[config.mk]
export PLATFORM = sky130hd
export DESIGN_NAME = rscl_strap_latch
export DESIGN_NICKNAME = d
export VERILOG_FILES = /design/src/rscl_pkg.sv /design/src/rscl_boot_decode.sv /design/src/rscl_strap_latch.sv
export VERILOG_INCLUDE_DIRS = /design/src /design/src/src
export SDC_FILE = /design/constraint.sdc
export NUM_CORES = 1
export LEC_CHECK = 0
export BUFFER_PORTS_ARGS = -buffer_cell sky130_fd_sc_hd__clkbuf_2
export CORE_MARGIN = 4
export CORE_UTILIZATION = 44
export CTS_BUF_LIST = sky130_fd_sc_hd__clkbuf_16
export DETAILED_ROUTE_END_ITERATION = 12
export PLACE_DENSITY_LB_ADDON = 0.1
export SLEW_MARGIN = 30
export SYNTH_ARGS = -nofsm -noshare
export SYNTH_HDL_FRONTEND = slang
export SYNTH_SLANG_ARGS = --single-unit
[constraint.sdc]
create_clock -name clock -period 1.25 [get_ports clock]
set_input_delay 0.25 -clock clock [delete_from_list [all_inputs] [get_ports clock]]
set_output_delay 0.25 -clock clock [all_outputs]
set_load 0.005 [all_outputs]
[src/rscl_cfg.svh]
// Constants for the reset strap configuration latch
`ifndef RSCL_CFG_SVH
`define RSCL_CFG_SVH

// ----------------------------------------------------------------------------
// Strap field widths and reset values
// ----------------------------------------------------------------------------
`define RSCL_BOOT_W 4
`define RSCL_BOOT_RST 4'h0
`define RSCL_BIT_RST 1'h0

// ----------------------------------------------------------------------------
// Boot mode codes
// ----------------------------------------------------------------------------
`define RSCL_BM_HOST_A 4'h0
`define RSCL_BM_I2C 4'h1
`define RSCL_BM_HOST_C 4'h2
`define RSCL_BM_RSV_A 4'h3
`define RSCL_BM_HOST_E 4'h4
`define RSCL_BM_HOST_B 4'h5
`define RSCL_BM_RSV_B 4'h6
`define RSCL_BM_HOST_D 4'h7
`define RSCL_BM_SPI_LO 4'h8
`define RSCL_BM_SPI_HI 4'hB
`define RSCL_BM_SPI_ALT 4'hC
`define RSCL_BM_RSV_C 4'hD
`define RSCL_BM_RSV_D 4'hE

// ----------------------------------------------------------------------------
// Serial boot timing
// ----------------------------------------------------------------------------
`define RSCL_I2C_MAX_KBPS 400
`define RSCL_I2C_DIV 128
`define RSCL_I2C_CNT_W 7
`define RSCL_I2C_CNT_LAST 7'h7F

`endif

[src/rscl_pkg.sv]
// Types shared by the reset strap configuration latch
package rscl_pkg;

  // --------------------------------------------------------------------------
  // Boot port selection
  // --------------------------------------------------------------------------
  typedef enum logic [2:0] {
    RSCL_BOOT_HOST,
    RSCL_BOOT_SPI,
    RSCL_BOOT_SPI_ALT,
    RSCL_BOOT_I2C,
    RSCL_BOOT_RSV
  } rscl_boot_t;

  // --------------------------------------------------------------------------
  // Raw strap bundle as seen on the pins
  // --------------------------------------------------------------------------
  typedef struct packed {
    logic [3:0] boot_mode;
    logic watchdog_enable;
    logic strobe_polarity;
    logic port_width;
  } rscl_strap_t;

endpackage

[src/rscl_boot_decode.sv]
// Boot mode code decoder for the strap latch
`include "rscl_cfg.svh"

module rscl_boot_decode (
  input wire logic [3:0] boot_mode, // Boot mode strap code
  output rscl_pkg::rscl_boot_t boot_port // Decoded boot port
);

  // --------------------------------------------------------------------------
  // Code classes
  // --------------------------------------------------------------------------
  // Host codes are scattered, so they are listed one by one
  wire is_host = (boot_mode == `RSCL_BM_HOST_A) || (boot_mode == `RSCL_BM_HOST_B) ||
                 (boot_mode == `RSCL_BM_HOST_C) || (boot_mode == `RSCL_BM_HOST_D) ||
                 (boot_mode == `RSCL_BM_HOST_E);
  wire is_spi = (boot_mode >= `RSCL_BM_SPI_LO) && (boot_mode <= `RSCL_BM_SPI_HI);
  wire is_spi_alt = (boot_mode == `RSCL_BM_SPI_ALT);
  wire is_i2c = (boot_mode == `RSCL_BM_I2C);

  // Anything else, reserved codes included, falls to reserved
  assign boot_port = is_host ? rscl_pkg::RSCL_BOOT_HOST :
                     is_spi ? rscl_pkg::RSCL_BOOT_SPI :
                     is_spi_alt ? rscl_pkg::RSCL_BOOT_SPI_ALT :
                     is_i2c ? rscl_pkg::RSCL_BOOT_I2C : rscl_pkg::RSCL_BOOT_RSV;

endmodule

[src/rscl_strap_latch.sv]
// Reset strap configuration latch: captures straps at power-on reset release
//
// Notes on behaviour
// Straps are sampled once, at the edge where power-on reset is released.
// Captured watchdog strap 0 leaves the watchdog off; 1 enables it.
// Captured polarity strap 0 makes host strobes active low, 1 active high.
// Captured width strap 0 selects a 16-bit host port, 1 selects 8-bit.
// Hard reset pin is open drain both ways; outside drivers also open drain.
// Boot code decodes to host, software SPI, I2C or reserved classes.
// Code 1100 boots software SPI over the alternate serial pins.
// I2C boot runs from a divide-by-128 tick, at most 400 Kbps.
// Captured values hold, ignoring strap changes, until the next release.
`include "rscl_cfg.svh"

module rscl_strap_latch (
  input wire logic clock, // System clock, 250 MHz
  input wire logic rst_n, // Asynchronous reset, active low
  input wire logic power_on_reset_n, // Power-on reset input, active low
  input wire logic [3:0] boot_mode_strap, // Boot mode strap pins
  input wire logic watchdog_enable_strap, // Watchdog enable strap
  input wire logic host_strobe_polarity_strap, // Host strobe polarity strap
  input wire logic host_port_width_strap, // Host port width strap
  input wire logic hard_reset_pin_in, // Level seen on hard reset pin
  output logic hard_reset_pin_out, // Driven level, always low
  output logic hard_reset_pin_oe, // High while pulling the pin low
  output logic hard_reset_seen, // Pin observed low, registered
  input wire logic host_strobe_raw, // Host strobe as seen on the pin
  output logic host_strobe_active, // Strobe normalised to active high
  output logic config_valid, // Straps captured since last release
  output logic [3:0] boot_mode, // Captured boot code
  output rscl_pkg::rscl_boot_t boot_port, // Captured boot port class
  output logic boot_alt_pins, // Serial boot uses alternate pins
  output logic watchdog_enable, // Watchdog timer enable
  output logic strobe_active_high, // Host strobes active high
  output logic host_port_8bit, // Host port in 8-bit operation
  output logic i2c_bit_tick // One-cycle tick at input clock / 128
);

  // --------------------------------------------------------------------------
  // Phase of the latch
  // --------------------------------------------------------------------------
  typedef enum logic [0:0] {
    RSCL_IN_RESET,
    RSCL_RUNNING
  } rscl_phase_t;

  rscl_phase_t phase;
  rscl_phase_t next_phase;
  rscl_pkg::rscl_strap_t straps;
  rscl_pkg::rscl_boot_t live_port;
  logic por_seen;
  logic [`RSCL_I2C_CNT_W-1:0] i2c_count;
  logic [7:0] tick_gap;

  // --------------------------------------------------------------------------
  // Release detection and decode
  // --------------------------------------------------------------------------
  // Straps gathered into one bundle; the capture block copies each field into its own register
  assign straps = '{boot_mode: boot_mode_strap, watchdog_enable: watchdog_enable_strap,
                    strobe_polarity: host_strobe_polarity_strap,
                    port_width: host_port_width_strap};
  // Release is the first cycle power-on reset reads high after low
  wire release_edge = power_on_reset_n && !por_seen;
  wire i2c_run = config_valid && (boot_port == rscl_pkg::RSCL_BOOT_I2C);
  wire i2c_wrap = (i2c_count == `RSCL_I2C_CNT_LAST);

  rscl_boot_decode rscl_boot_decode_inst (
    .boot_mode(boot_mode_strap),
    .boot_port(live_port)
  );

  // Phase follows power-on reset; default guards an illegal code
  always_comb begin
    case (phase)
      RSCL_IN_RESET: next_phase = release_edge ? RSCL_RUNNING : RSCL_IN_RESET;
      RSCL_RUNNING: next_phase = power_on_reset_n ? RSCL_RUNNING : RSCL_IN_RESET;
      default: next_phase = RSCL_IN_RESET;
    endcase
  end

  // --------------------------------------------------------------------------
  // Registers
  // --------------------------------------------------------------------------
  // Edge history and phase
  always_ff @(posedge clock or negedge rst_n) begin
    if (!rst_n) begin
      por_seen <= 1'b0;
      phase <= RSCL_IN_RESET;
    end else begin
      por_seen <= power_on_reset_n;
      phase <= next_phase;
    end
  end

  // Capture only at release; held otherwise, so late strap wiggles are lost
  always_ff @(posedge clock or negedge rst_n) begin
    if (!rst_n) begin
      boot_mode <= `RSCL_BOOT_RST;
      boot_port <= rscl_pkg::RSCL_BOOT_HOST;
      boot_alt_pins <= `RSCL_BIT_RST;
      watchdog_enable <= `RSCL_BIT_RST;
      strobe_active_high <= `RSCL_BIT_RST;
      host_port_8bit <= `RSCL_BIT_RST;
    end else if (release_edge) begin
      boot_mode <= straps.boot_mode;
      boot_port <= live_port;
      boot_alt_pins <= (live_port == rscl_pkg::RSCL_BOOT_SPI_ALT);
      watchdog_enable <= straps.watchdog_enable;
      strobe_active_high <= straps.strobe_polarity;
      host_port_8bit <= straps.port_width;
    end
  end

  // Valid flag drops with power-on reset, values themselves are kept
  always_ff @(posedge clock or negedge rst_n) begin
    if (!rst_n) begin
      config_valid <= 1'b0;
    end else begin
      config_valid <= (next_phase == RSCL_RUNNING);
    end
  end

  // Open drain: only ever pull low, while power-on reset is held
  always_ff @(posedge clock or negedge rst_n) begin
    if (!rst_n) begin
      hard_reset_pin_out <= 1'b0;
      hard_reset_pin_oe <= 1'b1;
      hard_reset_seen <= 1'b0;
    end else begin
      hard_reset_pin_out <= 1'b0;
      hard_reset_pin_oe <= !power_on_reset_n;
      hard_reset_seen <= !hard_reset_pin_in;
    end
  end

  // Strobe polarity applied with the captured value, not the live strap
  always_ff @(posedge clock or negedge rst_n) begin
    if (!rst_n) begin
      host_strobe_active <= 1'b0;
    end else begin
      host_strobe_active <= strobe_active_high ? host_strobe_raw : !host_strobe_raw;
    end
  end

  // Divider runs only in I2C boot, keeping the bit rate under the limit
  always_ff @(posedge clock or negedge rst_n) begin
    if (!rst_n) begin
      i2c_count <= '0;
      i2c_bit_tick <= 1'b0;
    end else begin
      i2c_count <= i2c_run ? i2c_count + `RSCL_I2C_CNT_W'(1) : '0;
      i2c_bit_tick <= i2c_run && i2c_wrap;
    end
  end

  // --------------------------------------------------------------------------
  // Checker helper
  // --------------------------------------------------------------------------
  // Cycles since the last tick, kept apart from the divider count
  // so a broken divider cannot vouch for itself
  always_ff @(posedge clock or negedge rst_n) begin
    if (!rst_n) begin
      tick_gap <= 8'h00;
    end else if (!i2c_run) begin
      tick_gap <= 8'h00;
    end else begin
      tick_gap <= i2c_bit_tick ? 8'h01 : tick_gap + 8'h01;
    end
  end
endmodule

==> run summary <==
- **final core area utilization** 0.6134
- **path class of the lowest-slack min-delay path** input pin to async pin
- **Layout area overhead** 27.03%
- **synthesized area per cell** 12.17 µm²
- **status** finished, violations left
- **clock sink total** 24
- **clock latency on the worst-skew pair** 250 ps
- **quantity of hold-fixing buffers added after cts** 0
- **violation count after the first detailed-routing iteration** 5
- **achievable clock frequency** 825.9 MHz
- **Vert. Die Dim** 55.34 µm
- **CP Data Arrival Time** 1380 ps
- **post-synthesis net count** 94
- **Period Utilization, post-route** 0.9686
- **number of standard cells after synthesis** 81
- **final design instance area without fill** 0.001252 mm²
- **placeable core area** 0.002042 mm²
- **Die X** 55.34 µm
- **Max FO, Critical Path** 3
- **CP max stage cell** sky130_fd_sc_hd__dfrtp_1
- **net switching share of the total power** 0.2098
- **top-level I/O count** 29
- **total setup violations reported at the end of the flow** 0
- **Final Max Tran Viols** 0
- **antenna violations before repair** 0
- **Area after DPL** 0.001166 mm²
- **nature of the critical path endpoint** flop
- **Internal** 0.001369 W
- **Post-Layout Cell Count** 139
- **count of state elements after synthesis** 24
- **final antenna diode count** 0
- **combinational cell fraction of total power** 0.111
- **VDD IR max** 1012 µV
- **total placed cells including tap cells** 135
- **worst reg2reg startpoint** i2c_count[0]
- **number of buffers inserted by port buffering** 27
- **Register-to-Register Setup Slack** 40 ps
- **leak pwr** 0.6079 nW
- **Initial Utilization** 0.4828
- **DP HPWL** 1329 µm
- **most instantiated flip-flop cell in the synthesis netlist** sky130_fd_sc_hd__dfrtp_1
- **post-synthesis async set-or-reset flop share** 1.000
- **switching power** 0.0003635 W
- **Post-CTS Setup Bufs** 0
- **Clock Path Buffers** 2
- **relative max-transition margin** 0.6150
- **DRT antenna net count** 0
- **Slew @ Worst Pin** 577.4 ps
- **CTS tree** built
- **post-route worst setup slack** 39.23 ps
- **master cell of the clock root buffer** sky130_fd_sc_hd__clkbuf_16
- **Clock power frac** 0.386
- **post-synthesis cell type count** 30
- **reg-to-reg critical path endpoint** i2c_count[6]
- **element type at the critical path start** flop
- **number of global-route vias before repair** 674
- **total routed wirelength** 1738 µm
- **Synth warnings** 0
- **endpoint required time on the critical path** 1420 ps
- **Layout Skew** 3.875 ps
- **max-capacitance violation count** 0
- **Worst Setup Slack post-DPL** 49.31 ps
- **minimum period implied by the final worst setup slack** 1211 ps
- **RSZ-0062 raised after global routing** true
- **top cell family by delay on the critical path** simple AND/OR/NAND/NOR gates
- **final total power** 0.001732 W
- **Total Routing Usage GR** 0.1232
- **remaining global-route overflow** 0
- **Worst-path clk slew** 60 ps
- **number of CTS-inserted buffers** 3
- **critical setup path kind** flop to flop
- **most frequent standard cell in the layout excluding fill and tap cells** sky130_fd_sc_hd__clkbuf_2
- **violations in the final reports** hold timing
- **Largest stage delay, worst path** 380 ps
- **Reg2Reg Depth** 4
- **netlist area before placement** 985.9 µm²
- **Power Density** 1383 mW/mm²
- **fraction of layout cells with a size suffix above 1** 0.3929
- **post-synthesis sequential area ratio** 0.6104
- **first-pass iteration count of the detailed router** 2
- **final RePlAce weighted congestion** 0.7238
- **final-report hold violation count** 23
- **Final Net Count** 126
- **wire per inst** 12.50 µm
- **largest net degree at the start of global routing** 25
- **DRC violations left** 0
- **number of enable-type register cells in the synthesized netlist** 0
- **highest-count cells in the layout ignoring fill and taps** 27 x sky130_fd_sc_hd__clkbuf_2, 23 x sky130_fd_sc_hd__dfrtp_1, 6 x sky130_fd_sc_hd__inv_1, 6 x sky130_fd_sc_hd__a21oi_1, 6 x sky130_fd_sc_hd__mux2_2
- **share of total power in sequential cells** 0.502
- **routed vias** 678
- **H-tree Lvls** 1
- **layout filler cell count** 184
- **first-pass GRT wire length** 3015 µm
- **post-detailed-route via-to-cell ratio** 4.878
- **cells along the critical path** ha_2, nand3_2, or3_1, a21oi_1
- **count of standard-cell rows** 16
- **Worst Path Buf+Inv** 0
- **worst hold slack after final layout** -11.59 ps
- **area of the die** 0.003062 mm²
## cell usage after synthesis, drive strengths merged, types with 2 or more instances
| library cell | instances | area [µm²] |
|---|---|---|
| a21oi | 6 | 30.03 |
| buf | 3 | 23.77 |
| dfrtp | 23 | 575.6 |
| inv | 5 | 18.77 |
| mux2 | 7 | 82.57 |
| nand2 | 5 | 18.77 |
| nand3 | 3 | 20.02 |
| nor2 | 4 | 15.01 |
| nor3b | 2 | 15.01 |
| o21ai | 3 | 15.01 |
| o31ai | 2 | 15.01 |
| or3 | 2 | 12.51 |
| xnor2 | 2 | 17.52 |
| xor2 | 2 | 17.52 |
## power by group through the flow
stage / combinational, W / clock [W] / sequential [W]
6_report: 0.000193 / 0.000669 / 0.000870
5_1_grt: 0.000220 / 0.000725 / 0.000879
4_1_cts: 0.000200 / 0.000694 / 0.000871
3_5_place_dp: 0.000200 / 0 / 0.000885
3_3_place_gp: 0.000196 / 0 / 0.000881
2_1_floorplan: 0.0000803 / 0 / 0.000888
## flip-flops by register name, summed over array words and instances, names as in the netlist
name / flops
watchdog_enable: 1
hard_reset_seen: 1
i2c_bit_tick: 1
i2c_count: 7
boot_port: 3
strobe_active_high: 1
boot_mode: 4
boot_alt_pins: 1
host_strobe_active: 1
por_seen: 1
hard_reset_pin_oe: 1
host_port_8bit: 1
config_valid: 1
## layer usage
layer  vias up  routed length, µm  share of wire  GRT usage
met2        12                899           0.52     0.2095
li1        341                  -              -          -
met3         4                 64          0.037    0.03730
met5         -                  0              0          0
met4         0                 19          0.011    0.05208
met1       321                755           0.43     0.1426
## kinds of logic (layout without fill, tap and decap cells)
| kind of cell | count (synthesis) | in the layout | share of synthesized area |
|---|---|---|---|
| other | 1 | 1 | 0.003803 |
| adder cells (fa/ha/maj) | 1 | 1 | 0.01269 |
| buffers and inverters | 8 | 39 | 0.04315 |
| AND/OR/NAND/NOR | 23 | 23 | 0.1333 |
| AO/OA/AOI/OAI | 13 | 13 | 0.07741 |
| flip-flops | 24 | 24 | 0.6104 |
| multiplexers | 7 | 7 | 0.08375 |
| XOR/XNOR | 4 | 4 | 0.03554 |
## stage by stage
step | hold slack (ps) | TNS (ps)
2_1_floorplan | -45.59 | 0
6_report | -11.59 | 0
5_1_grt | 37.86 | -29.06
4_1_cts | 2.005 | 0
3_5_place_dp | 276.7 | 0
3_3_place_gp | 277.4 | 0
## area by class of cell
class / count / area [µm²] / area share
multi-input cells: 49 / 349.1 / 0.2787
clock buffers: 3 / 75.07 / 0.05994
repair buffers: 30 / 170.2 / 0.1359
flip-flops and latches: 24 / 601.8 / 0.4805
clock inverters: 1 / 3.754 / 0.002997
inverters: 5 / 18.77 / 0.01499
well taps: 27 / 33.78 / 0.02697
## worst max path at each step
| stage | end | cells after the start | slack [ps] | from |
|---|---|---|---|---|
| 2_1_floorplan | i2c_count[6] | 4 | 80 | i2c_count[0] |
| 3_3_place_gp | i2c_count[6] | 4 | 100 | i2c_count[0] |
| 3_5_place_dp | i2c_count[6] | 4 | 50 | i2c_count[0] |
| 4_1_cts | i2c_count[6] | 4 | 30 | i2c_count[0] |
| 5_1_grt | i2c_count[6] | 4 | -30 | i2c_count[0] |
| 6_report | i2c_count[6] | 4 | 40 | i2c_count[0] |
## repair_timing
item	4_1_cts	5_1_grt
gates resized for setup	0	2
endpoints found under the hold margin	0	0
setup endpoints to repair	0	1
(Power assumes the default switching activity.)
